$ cat config.mk
export PLATFORM = sky130hd
export DESIGN_NAME = sspe_engine
export DESIGN_NICKNAME = d
export VERILOG_FILES = /design/src/hdl/sspe_pkg.sv /design/src/hdl/sspe_tick_timer.sv /design/src/hdl/sspe_engine.sv
export VERILOG_INCLUDE_DIRS = /design/src /design/src/hdl
export SDC_FILE = /design/constraint.sdc
export NUM_CORES = 1
export LEC_CHECK = 0
export BUFFER_PORTS_ARGS = -buffer_cell sky130_fd_sc_hd__buf_2
export CAP_MARGIN = 20
export CORE_MARGIN = 5
export CORE_UTILIZATION = 51
export CTS_CLUSTER_DIAMETER = 100
export DETAILED_ROUTE_END_ITERATION = 12
export HOLD_SLACK_MARGIN = 0.08
export PLACE_DENSITY = 0.73
export RECOVER_POWER = 25
export SLEW_MARGIN = 20
export SYNTH_ARGS = -nofsm -noshare
export SYNTH_HDL_FRONTEND = slang
export SYNTH_SLANG_ARGS = --single-unit
$ cat constraint.sdc
create_clock -name sys_clk -period 3.5 [get_ports sys_clk]
set_clock_uncertainty 0.2 [all_clocks]
set_input_delay 0.35 -clock sys_clk [delete_from_list [all_inputs] [get_ports sys_clk]]
set_output_delay 0.35 -clock sys_clk [all_outputs]
set_load 0.1 [all_outputs]
$ cat src/hdl/sspe_params.svh
// constants of the serial slave protocol engine
// Overview of operation
// - negative response: stx, station, nak, error code, block check, cr
// - station field carries 01 to 32 as two characters
// - error codes 01h-08h, 11h, 13h, 16h as listed
// - block check is xor of ascii bytes from station to last field
// - characters use standard ascii values, hex digits 30-39 and 41-46
// - ascii broadcast commands get no response
// - rtu query unfinished within trip limit: restart receiver, no response
// - after timeout act on error action setting 00 to 04
// - timeout supervision idle until first traffic, runs only while talking
// - trip limit time 0.00 to 99.99 s is the timeout threshold
// - extra wait 0 to 1000 ms before response, after silent interval; the engine applies it to rtu only, ascii answers at once
// - transmit only in response to a received query
// - rtu accepts only queries to own slave address 1 to 32; ascii answers any station 1 to 32
// - address zero is broadcast to all slaves
// - positive response: stx, station, ack, block check, cr
`ifndef SSPE_PARAMS_SVH
`define SSPE_PARAMS_SVH
`define SSPE_CHR_STX 8'h02
`define SSPE_CHR_ACK 8'h06
`define SSPE_CHR_CR 8'h0d
`define SSPE_CHR_NAK 8'h15
`define SSPE_CHR_ZERO 8'h30
`define SSPE_CHR_A_OFS 8'h37
`define SSPE_STATION_MIN 8'h01
`define SSPE_STATION_MAX 8'h20
`define SSPE_BCAST_RTU 8'h00
`define SSPE_BCAST_ASCII 8'hff
`define SSPE_ERR_PARITY 8'h01
`define SSPE_ERR_SUM 8'h02
`define SSPE_ERR_FRAMING 8'h03
`define SSPE_ERR_OVERRUN 8'h04
`define SSPE_ERR_PROTOCOL 8'h05
`define SSPE_ERR_ASCII 8'h06
`define SSPE_ERR_BUFOVF 8'h07
`define SSPE_ERR_TIMEOUT 8'h08
`define SSPE_ERR_COMMAND 8'h11
`define SSPE_ERR_EXEC 8'h13
`define SSPE_ERR_PARAM 8'h16
`define SSPE_CLK_HZ 40000000
`define SSPE_TRIP_MAX_CS 14'd9999
`define SSPE_WAIT_MAX_MS 11'd1000
`define SSPE_TICK_10MS_NS 10000000
`define SSPE_TICK_1MS_NS 1000000
`define SSPE_CLK_NS 25
`define SSPE_CYC_10MS (`SSPE_TICK_10MS_NS / `SSPE_CLK_NS)
`define SSPE_CYC_1MS (`SSPE_TICK_1MS_NS / `SSPE_CLK_NS)
`endif

$ cat src/hdl/sspe_pkg.sv
// types of the serial slave protocol engine
package sspe_pkg;
    typedef enum logic [7:0] {
        SSPE_IDLE = 8'h01,
        SSPE_STX = 8'h02,
        SSPE_ST_HI = 8'h04,
        SSPE_ST_LO = 8'h08,
        SSPE_CTRL = 8'h10,
        SSPE_ERR_HI = 8'h20,
        SSPE_ERR_LO = 8'h40,
        SSPE_TAIL = 8'h80
    } sspe_tx_state_t;
    typedef enum logic [2:0] {
        SSPE_ACT_TRIP = 3'h0,
        SSPE_ACT_DECEL_TRIP = 3'h1,
        SSPE_ACT_IGNORE = 3'h2,
        SSPE_ACT_FREE_RUN = 3'h3,
        SSPE_ACT_DECEL = 3'h4
    } sspe_action_t;
endpackage

$ cat src/hdl/sspe_tick_timer.sv
// prescaled down counter used for trip limit and response wait
`timescale 1ns/100ps
`default_nettype none
module sspe_tick_timer #(
    parameter int PRESCALE = 400000,
    parameter int CW = 14
) (
    input wire logic sys_clk,
    input wire logic reset,
    input wire logic clk_en,
    input wire logic start,
    input wire logic stop,
    input wire logic [CW-1:0] limit,
    output logic running,
    output logic expired
);
    logic [31:0] pre;
    logic [CW-1:0] ticks;
    logic [31:0] next_pre;
    logic [CW-1:0] next_ticks;
    logic next_running;
    logic next_expired;

    always_comb begin
        next_pre = pre;
        next_ticks = ticks;
        next_running = running;
        next_expired = 1'b0;
        if (start) begin
            next_pre = 32'h0;
            next_ticks = limit;
            next_running = 1'b1;
        end else if (stop) begin
            next_running = 1'b0;
        end else if (running) begin
            if (ticks == '0) begin
                next_running = 1'b0;
                next_expired = 1'b1;
            end else if (pre == 32'(PRESCALE - 1)) begin
                next_pre = 32'h0;
                next_ticks = ticks - 1'b1;
            end else begin
                next_pre = pre + 32'h1;
            end
        end
    end

    always_ff @(posedge sys_clk) begin
        if (reset) begin
            pre <= 32'h0;
            ticks <= '0;
            running <= 1'b0;
            expired <= 1'b0;
        end else if (clk_en) begin
            pre <= next_pre;
            ticks <= next_ticks;
            running <= next_running;
            expired <= next_expired;
        end
    end
endmodule // sspe_tick_timer
`default_nettype wire

$ cat src/hdl/sspe_engine.sv
// slave protocol engine: ascii responses, rtu addressing and timeouts
`include "sspe_params.svh"
`timescale 1ns/100ps
`default_nettype none
module sspe_engine
    import sspe_pkg::*;
#(
    parameter int CYC_10MS = `SSPE_CYC_10MS,
    parameter int CYC_1MS = `SSPE_CYC_1MS
) (
    input wire logic sys_clk,
    input wire logic reset,
    input wire logic clk_en,
    input wire logic rtu_mode,
    input wire logic [7:0] own_address,
    input wire logic ascii_frame_done,
    input wire logic [7:0] ascii_station,
    input wire logic ascii_ok,
    input wire logic ascii_parity_err,
    input wire logic ascii_framing_err,
    input wire logic ascii_sum_err,
    input wire logic ascii_command_err,
    input wire logic [7:0] ascii_other_err,
    input wire logic rtu_rx_active,
    input wire logic rtu_query_done,
    input wire logic [7:0] rtu_address,
    input wire logic rtu_tx_done,
    input wire logic [2:0] comm_error_action_select,
    input wire logic [13:0] comm_trip_limit_time,
    input wire logic [10:0] comm_response_wait_time,
    input wire logic tx_ready,
    output logic tx_valid,
    output logic [7:0] tx_data,
    output logic rtu_accept,
    output logic rtu_broadcast,
    output logic rtu_respond,
    output logic rtu_rx_restart,
    output logic comm_timeout_trip_fault,
    output logic decel_stop_req,
    output logic free_run_stop
);

    ////////////////////////////////////////////////////////////////////////
    sspe_tx_state_t state, next_state;
    logic [7:0] station, next_station;
    logic [7:0] err_code, next_err_code;
    logic is_nak, next_is_nak;
    logic [7:0] xor_block_check, next_xor_block_check;
    logic [1:0] tail, next_tail;
    logic [7:0] next_tx_data;
    logic next_tx_valid;
    logic [7:0] chr;
    logic addressed, next_addressed;
    logic armed, next_armed;
    logic wait_pend, next_wait_pend;
    logic [7:0] first_err;
    logic trip_exp;
    logic wait_exp;
    logic trip_run;
    logic next_trip_fault, next_decel, next_free_run_stop;

    function automatic logic [7:0] hex_chr(input logic [3:0] n);
        hex_chr = (n < 4'ha) ? (`SSPE_CHR_ZERO + {4'h0, n})
                             : (`SSPE_CHR_A_OFS + {4'h0, n});
    endfunction

    // parity outranks framing, sum and command checks
    always_comb begin
        if (ascii_parity_err) first_err = `SSPE_ERR_PARITY;
        else if (ascii_framing_err) first_err = `SSPE_ERR_FRAMING;
        else if (ascii_sum_err) first_err = `SSPE_ERR_SUM;
        else if (ascii_command_err) first_err = `SSPE_ERR_COMMAND;
        else first_err = ascii_other_err;
    end

    ////////////////////////////////////////////////////////////////////////
    always_comb begin
        next_state = state;
        next_station = station;
        next_err_code = err_code;
        next_is_nak = is_nak;
        next_xor_block_check = xor_block_check;
        next_tail = tail;
        next_tx_data = tx_data;
        next_tx_valid = tx_valid;
        chr = 8'h00;
        case (state)
            SSPE_IDLE: begin
                next_tx_valid = 1'b0;
                // broadcast and out of range stations stay silent
                if (ascii_frame_done && !rtu_mode &&
                    ascii_station >= `SSPE_STATION_MIN &&
                    ascii_station <= `SSPE_STATION_MAX) begin
                    next_station = ascii_station;
                    next_is_nak = !ascii_ok;
                    next_err_code = first_err;
                    next_xor_block_check = 8'h00;
                    next_tx_data = `SSPE_CHR_STX;
                    next_tx_valid = 1'b1;
                    next_state = SSPE_STX;
                end
            end
            SSPE_STX, SSPE_ST_HI, SSPE_ST_LO, SSPE_CTRL,
            SSPE_ERR_HI, SSPE_ERR_LO: begin
                if (tx_ready) begin
                    // stx stays outside the block check
                    if (state != SSPE_STX) begin
                        next_xor_block_check =
                            xor_block_check ^ tx_data;
                    end
                    case (state)
                        SSPE_STX: chr = hex_chr(4'(station / 8'd10));
                        SSPE_ST_HI: chr = hex_chr(4'(station % 8'd10));
                        SSPE_ST_LO: chr = is_nak ? `SSPE_CHR_NAK
                                                 : `SSPE_CHR_ACK;
                        SSPE_CTRL: chr = is_nak ?
                            hex_chr(err_code[7:4]) :
                            hex_chr(next_xor_block_check[7:4]);
                        SSPE_ERR_HI: chr = hex_chr(err_code[3:0]);
                        default: chr = hex_chr(next_xor_block_check[7:4]);
                    endcase
                    next_tx_data = chr;
                    case (state)
                        SSPE_STX: next_state = SSPE_ST_HI;
                        SSPE_ST_HI: next_state = SSPE_ST_LO;
                        SSPE_ST_LO: next_state = SSPE_CTRL;
                        SSPE_CTRL: next_state = is_nak ? SSPE_ERR_HI
                                                       : SSPE_TAIL;
                        SSPE_ERR_HI: next_state = SSPE_ERR_LO;
                        default: next_state = SSPE_TAIL;
                    endcase
                    // the high check digit is already out: tail opens low
                    next_tail = 2'd1;
                end
            end
            SSPE_TAIL: begin
                if (tx_ready) begin
                    // tail 1: low check digit next, 2: cr, 3: done
                    if (tail == 2'd1) begin
                        next_tx_data = hex_chr(xor_block_check[3:0]);
                        next_tail = 2'd2;
                    end else if (tail == 2'd2) begin
                        next_tx_data = `SSPE_CHR_CR;
                        next_tail = 2'd3;
                    end else begin
                        next_tx_valid = 1'b0;
                        next_state = SSPE_IDLE;
                    end
                end
            end
            default: begin
                next_state = SSPE_IDLE;
                next_tx_valid = 1'b0;
            end
        endcase
    end

    always_ff @(posedge sys_clk) begin
        if (reset) begin
            state <= SSPE_IDLE;
            station <= 8'h00;
            err_code <= 8'h00;
            is_nak <= 1'b0;
            xor_block_check <= 8'h00;
            tail <= 2'd0;
            tx_data <= 8'h00;
            tx_valid <= 1'b0;
        end else if (clk_en) begin
            state <= next_state;
            station <= next_station;
            err_code <= next_err_code;
            is_nak <= next_is_nak;
            xor_block_check <= next_xor_block_check;
            tail <= next_tail;
            tx_data <= next_tx_data;
            tx_valid <= next_tx_valid;
        end
    end

    ////////////////////////////////////////////////////////////////////////
    // rtu addressing, wait and timeout supervision
    assign rtu_broadcast = rtu_mode && rtu_query_done &&
        (rtu_address == `SSPE_BCAST_RTU);
    assign addressed = rtu_mode && rtu_query_done &&
        (rtu_address == own_address) &&
        (own_address >= `SSPE_STATION_MIN) &&
        (own_address <= `SSPE_STATION_MAX);

    always_comb begin
        next_armed = armed;
        next_wait_pend = wait_pend;
        next_addressed = 1'b0;
        next_trip_fault = comm_timeout_trip_fault;
        next_decel = decel_stop_req;
        next_free_run_stop = free_run_stop;
        if (rtu_mode && (rtu_rx_active || rtu_query_done))
            next_armed = 1'b1;
        if (wait_pend && wait_exp) begin
            next_wait_pend = 1'b0;
            next_addressed = 1'b1;
        end
        // a new query in the expiry cycle must keep its own wait
        if (addressed) next_wait_pend = 1'b1;
        if (trip_exp) begin
            case (comm_error_action_select)
                SSPE_ACT_TRIP: next_trip_fault = 1'b1;
                SSPE_ACT_DECEL_TRIP: begin
                    next_decel = 1'b1;
                    next_trip_fault = 1'b1;
                end
                SSPE_ACT_FREE_RUN: next_free_run_stop = 1'b1;
                SSPE_ACT_DECEL: next_decel = 1'b1;
                default: ;
            endcase
        end
    end

    always_ff @(posedge sys_clk) begin
        if (reset) begin
            armed <= 1'b0;
            wait_pend <= 1'b0;
            rtu_respond <= 1'b0;
            comm_timeout_trip_fault <= 1'b0;
            decel_stop_req <= 1'b0;
            free_run_stop <= 1'b0;
        end else if (clk_en) begin
            armed <= next_armed;
            wait_pend <= next_wait_pend;
            rtu_respond <= next_addressed;
            comm_timeout_trip_fault <= next_trip_fault;
            decel_stop_req <= next_decel;
            free_run_stop <= next_free_run_stop;
        end
    end

    assign rtu_accept = addressed;
    assign rtu_rx_restart = trip_exp;

    // trip limit counted in 10 ms steps, restarted by each response end after first traffic
    sspe_tick_timer #(.PRESCALE(CYC_10MS), .CW(14)) u_trip (
        .sys_clk(sys_clk),
        .reset(reset),
        .clk_en(clk_en),
        .start(rtu_mode && armed && rtu_tx_done),
        .stop(rtu_query_done || !rtu_mode),
        .limit(comm_trip_limit_time > `SSPE_TRIP_MAX_CS ?
            `SSPE_TRIP_MAX_CS : comm_trip_limit_time),
        .running(trip_run),
        .expired(trip_exp)
    );

    sspe_tick_timer #(.PRESCALE(CYC_1MS), .CW(11)) u_wait (
        .sys_clk(sys_clk),
        .reset(reset),
        .clk_en(clk_en),
        .start(addressed),
        .stop(1'b0),
        .limit(comm_response_wait_time > `SSPE_WAIT_MAX_MS ?
            `SSPE_WAIT_MAX_MS : comm_response_wait_time),
        .running(),
        .expired(wait_exp)
    );
endmodule // sspe_engine
`default_nettype wire

Word level (Yosys, flattened, before mapping)
Index checks and enable logic that the tools add are counted.
- $add $sub $neg: 16
- bitwise logic cells: 2
- $lt $le $gt $ge: 12
- div/mod/pow operators: 2
- equal/unequal tests: 27
- muxes and demuxes: 79
- reduce and logical (&&, ||, !) cells: 47
- operators by type and width (operator ; number):
    $mux W32 ; 9
    $mux W8 ; 20
    $add A6 B4 Y7 const A ; 12
    $mux W14 ; 6
    $pmux W8 S5 ; 2
    $add A32 B1 Y32 const B ; 2
    $mux W11 ; 5
    $pmux W8 S3 ; 2
    $mux W7 ; 6
    $eq A32 B16 Y1 const B ; 1
    $eq A32 B19 Y1 const B ; 1
    $lt A4 B4 Y1 const B ; 6
    $mux W1 ; 21
    $reduce_and A5 Y1 ; 4
    $ge A8 B1 Y1 const B ; 2
    $le A8 B6 Y1 const B ; 2
    $pmux W8 S2 ; 1
    $reduce_and A3 Y1 ; 5
    $gt A14 B14 Y1 const B ; 1
    $logic_not A14 Y1 ; 1
    $ne A2 B2 Y1 const B ; 7
    $reduce_bool A2 Y1 ; 7
    $sub A14 B1 Y14 const B ; 1
    $logic_and A1 B1 Y1 ; 12
    38 further kinds ; 49
- output and inout bits: 16
- bits of input ports: 74
- logic and storage cells: 208
- register bits after elaboration: 143

Depth between registers and ports, before layout
- word-level depth: 10
- mapped depth: 13
- depth with buffers taken out: 11

Modules after synthesis
Synthesis repeated with hierarchy kept, for this count alone.
- cell total of the unflattened synthesis: 1128
- area total of the unflattened synthesis: 8887.3 um^2
- modules (own cells, without submodules) (module ; area an instance (um^2) ; cells each ; instances):
    sspe_engine ; 3722.3 ; 499 ; 1
    sspe_tick_timer at u_trip ; 2849.0 ; 345 ; 1
    sspe_tick_timer at u_wait ; 2316.0 ; 284 ; 1

Worst setup path before layout
OpenSTA, ideal clock, no wires.
- path kind: input to output
- start: in rtu_address[0]
- end: out rtu_broadcast
- cell stages on the path: 3
- arrival time: 3.496 ns
- data required time: 2.950 ns
- setup slack: -0.546 ns
- buffers on the path: 0
- cells stage by stage: nor4_1 -> nand2_1 -> nor4_1
- word-level cells in the longest chain between the ends: 2
- ends and longest elaborated chain (what ; line ; source):
    from (decl) ; sspe_engine.sv:26 ; input wire logic [7:0] rtu_address,
    $logic_not A8 Y1 (no line) ; -- ;
    $logic_and A1 B1 Y1 ; sspe_engine.sv:182 ; assign rtu_broadcast = rtu_mode && rtu_query_done &&
    to (decl) ; sspe_engine.sv:35 ; output logic rtu_broadcast,
Every way passes these cells.

Worst setup path after layout
- start: reg station[5]
- end: reg tx_data[1]
- word-level cells in the longest chain between the ends: 6
- ends and longest elaborated chain (what ; line ; source):
    from (decl) ; sspe_engine.sv:45 ; logic [7:0] station, next_station;
    from (signal assigned) ; sspe_engine.sv:170 ; station <= next_station;
    $mod A8 B4 Y8 or $div A8 B4 Y8 (tied branches) ; sspe_engine.sv:113, sspe_engine.sv:112 ;
    $add A6 B4 Y7 (no line) or $lt A4 B4 Y1 (tied branches) ; -- ;
    $mux W7 ; sspe_engine.sv:63 ; hex_chr = (n < 4'ha) ? (`SSPE_CHR_ZERO + {4'h0, n})
    $pmux W8 S5 (*) ; sspe_engine.sv:111 ; case (state)
    $mux W8 (*) ; sspe_engine.sv:105 ; if (tx_ready) begin
    $pmux W8 S3 (*) ; sspe_engine.sv:87 ; case (state)
    to (signal assigned) ; sspe_engine.sv:175 ; tx_data <= next_tx_data;
    to (decl) ; sspe_engine.sv:33 ; output logic [7:0] tx_data,
Every way passes the cells marked *; elsewhere a longest branch is shown, timed or not. The select of a mux whose other input is x is not followed.
A chain may end at the register's enable or synchronous reset.

==> impl_metrics.toml <==
[status]
run_status = "completed"

[die]
num_io_pins = 90
coreArea_sq_mm = 0.0166
die-area_sq_mm = 0.0198
die_w_um = 141
chipHeight_um = 141
initial_core_util_pct = 52.3
row_count = 47

[placed_design]
dp_hpwl_mm = 17.4
pre_cts_ws_ns = 0.128
place_inst = 1424
port_buffers = 88
place.gp.congestion = 0.897

[setup_path]
r2r_start = "station[5]"
cp_data_arrival_time_ns = 3.43
startpoint_type = "flip-flop"
reg2reg_to = "tx_data[1]"
worst_setup_path_end_kind = "flip-flop"
reg2reg_depth = 12
criticalPathCategory = "flip-flop to flip-flop"
required_ns = 3.67
rrSetupSlack_ns = 0.24
path_max_fanout = 11

[detailed_routing]
drt_iter0_drc = 685
wire_per_inst_um = 16.4
dr.pass1.iters = 9
drc_errors = 0
via_per_inst = 6.12
vias = 9049
wl_mm = 24.2
antenna_left = 0

[cts]
cts_sinks = 141
clockBufferDepth = 2
numCtsBuffers = 17
cts.htree.levels = 4
cts.reportedPaths.clkPinSlew_ns = 0.07
cts_tree = "done"
worstSkewPairLatency_ns = 0.42
root_buffer = "clkbuf_16"

[timing]
setup_tns_ns = 0
fin_ws_ns = 0.237
slew_headroom_pct = 15.5
hold_violations = 0
fin_crit_sh_pct = 93.2
setup_viol = 0
report.final.slew_viol_count = 0
tightest_slew_ns = 1.27
grt_setup_unrepaired = "false"
fmax_mhz = 306
period_minus_slack_ns = 3.26

[synth]
synth_edf_count = 0
ys_warn_count = 0
synth_top_area_share_pct = 32.4
syn_area_sq_mm = 0.00871
avgSynthCellArea_sq_um = 7.63
ys_seq_elements = 141
yosys.area.top_type = "dfxtp_1"
synthFlopType = "dfxtp_1"
postSynthCellCount = 1141
synthDistinctLibCells = 90
async_flop_share_pct = 0
synth_seq_area_share_pct = 32.4
syn-num-nets = 1225
synth.area.top_cells = "dfxtp_1 (32%), nor2_1 (5.7%), a21oi_1 (5.4%)"

[global_routing]
first_global_vias = 8327
grt_max_degree = 48
grt-ovfl-total = 0
track_usage_pct = 24.2
antenna_found_initial = 0
grt_first_pass_wirelength_mm = 40.3

[pwr]
vdd_drop_max_v = 0.000337
p_leak_nw = 3.69
p_per_area_mw_per_mm2 = 401

[cells_and_area]
n_fill_cell = 1525
synthToLayoutAreaGrowth_pct = 17.8
n_antenna_cell = 0
layoutNonFillerInstCount = 1478
layout.nets = 1329
layout-drive-gt1-share_pct = 13.4
final_util_pct = 61.7

[run]
maxCapViolations = 0

[worst_hold_path]
hp-start = "comm_trip_limit_time[6]"
whs_path_depth = 3
min_to = "u_trip.ticks[6]"
min_path_type = "primary input to flip-flop"
==> through the flow <==
step,instance area [sq um],hold WS [ns],total power (W)
detailed placement,9430,0.250,0.00222
global route,10300,0.116,0.00426
global placement,9430,0.244,0.00221
CTS,10300,0.0821,0.00413
floorplan,8720,0.232,0.00206
finish,10300,0.0958,0.00411
==> cell usage after synthesis (6+ instances only) <==
cell and instances:
nand3_1 56, and4_1 8, nor4b_1 7, nand2_1 117, nor2_1 133, nand4b_1 8, mux2i_1 7, or3_1 20
nor3_1 31, nand4_1 38, inv_1 39, and3_1 24, ha_1 10, a211oi_1 12, o21ai_1 6, xor2_1 39
o211ai_1 12, a221oi_1 8, nor3b_1 7, nor2b_1 9, o31ai_1 12, a22oi_1 8, dfxtp_1 141, a31oi_1 11
o21ai_0 49, xnor2_1 30, clkbuf_1 35, nor4_1 23, or4_1 10, and2_1 7, buf_2 14, nand2b_1 11
a21oi_1 94
==> layout by cell type (no fill, tap or decap), drive strengths merged, types with 7 or more instances in the layout <==
cell | Yosys | routed
o31ai | 13 | 13
a22oi | 8 | 8
nor4b | 8 | 8
buf | 23 | 103
o21ai | 57 | 57
or4 | 11 | 11
clkbuf | 35 | 36
a31oi | 11 | 11
a211oi | 14 | 14
and4 | 8 | 8
xor2 | 40 | 40
nor4 | 28 | 28
a221oi | 8 | 8
xnor2 | 30 | 30
nand2b | 11 | 11
nor2b | 9 | 9
nand4 | 38 | 38
nand4b | 8 | 8
o211ai | 13 | 13
mux2i | 7 | 7
nand3 | 56 | 56
or3 | 20 | 20
a21oi | 94 | 94
nor3b | 8 | 8
nand2 | 121 | 121
dlygate4sd3 | 0 | 22
inv | 40 | 45
ha | 10 | 10
and3 | 25 | 25
dfxtp | 141 | 141
nor2 | 133 | 133
nor3 | 31 | 31
and2 | 7 | 7
==> state kept, by name (all words and copies together), names as in the netlist, 2 cells and up <==
signal and count:
u_trip.pre 32, u_wait.pre 32, u_trip.ticks 14, u_wait.ticks 11, err_code 8, state 8, station 8, tx_data 7
xor_block_check 7, tail 2
==> area by class of cell <==
type / instances / area (sq um) / share of cell area, %
well taps: 220 / 275 / 2.68
clock buffers: 18 / 439 / 4.28
repair buffers: 143 / 895 / 8.72
flip-flops and latches: 141 / 2830 / 27.5
inverters: 40 / 150 / 1.46
multi-input cells: 902 / 5500 / 53.6
clock inverters: 14 / 183 / 1.78
==> timing repair <==
| action | in CTS | in global routing |
|---|---|---|
| buffers inserted | 0 | 0 |
| endpoints found under the setup margin | 0 | 1 |
| hold buffers | 22 | 0 |
| endpoints found under the hold margin | 20 | 0 |
| gates resized for setup | 0 | 7 |
==> cell families after synthesis <==
logic type	synth area share [%]
simple gates	33.1
other cells	0.0431
mux	0.934
xor+xnor	7.13
fa+ha+maj	1.44
flops	32.4
buf+inv	4.73
compound gates	20.2
==> worst max path at each step <==
stage	start	to	slack (ns)	cells after the start
finish	station[5]	tx_data[1]	0.24	12
global route	station[5]	tx_data[1]	0.02	12
CTS	station[5]	tx_data[1]	0.12	12
detailed placement	station[5]	tx_data[1]	0.13	12
global placement	station[5]	tx_data[1]	0.18	12
floorplan	station[5]	tx_data[1]	0.41	12
==> critical path, cell delays in order, from the launching register on <==
cell       delay [ns]
dfxtp_2          0.39
buf_4            0.19
nor3b_4          0.30
a211oi_1         0.14
a311oi_1         0.35
a211oi_2         0.09
mux2i_1          0.21
ha_1             0.27
or3_1            0.37
o32ai_1          0.12
nor4_1           0.08
a2111oi_1        0.34
or3_1            0.17
==> layer usage <==
| metal | vias to the layer above | track usage, % | wire length, um |
|---|---|---|---|
| met2 | 364 | 40.0 | 11400 |
| met5 | - | 0 | 0 |
| met4 | 0 | 9.18 | 668 |
| met3 | 52 | 3.96 | 1730 |
| li1 | 4406 | - | - |
| met1 | 4227 | 31.8 | 10400 |
==> where the power goes <==
group / internal, W / total (W) / switching (W)
combinational: 0.000218 / 0.000532 / 0.000314
clock: 0.00116 / 0.00191 / 0.000753
sequential: 0.00163 / 0.00167 / 0.0000457
(Power assumes the default switching activity.)
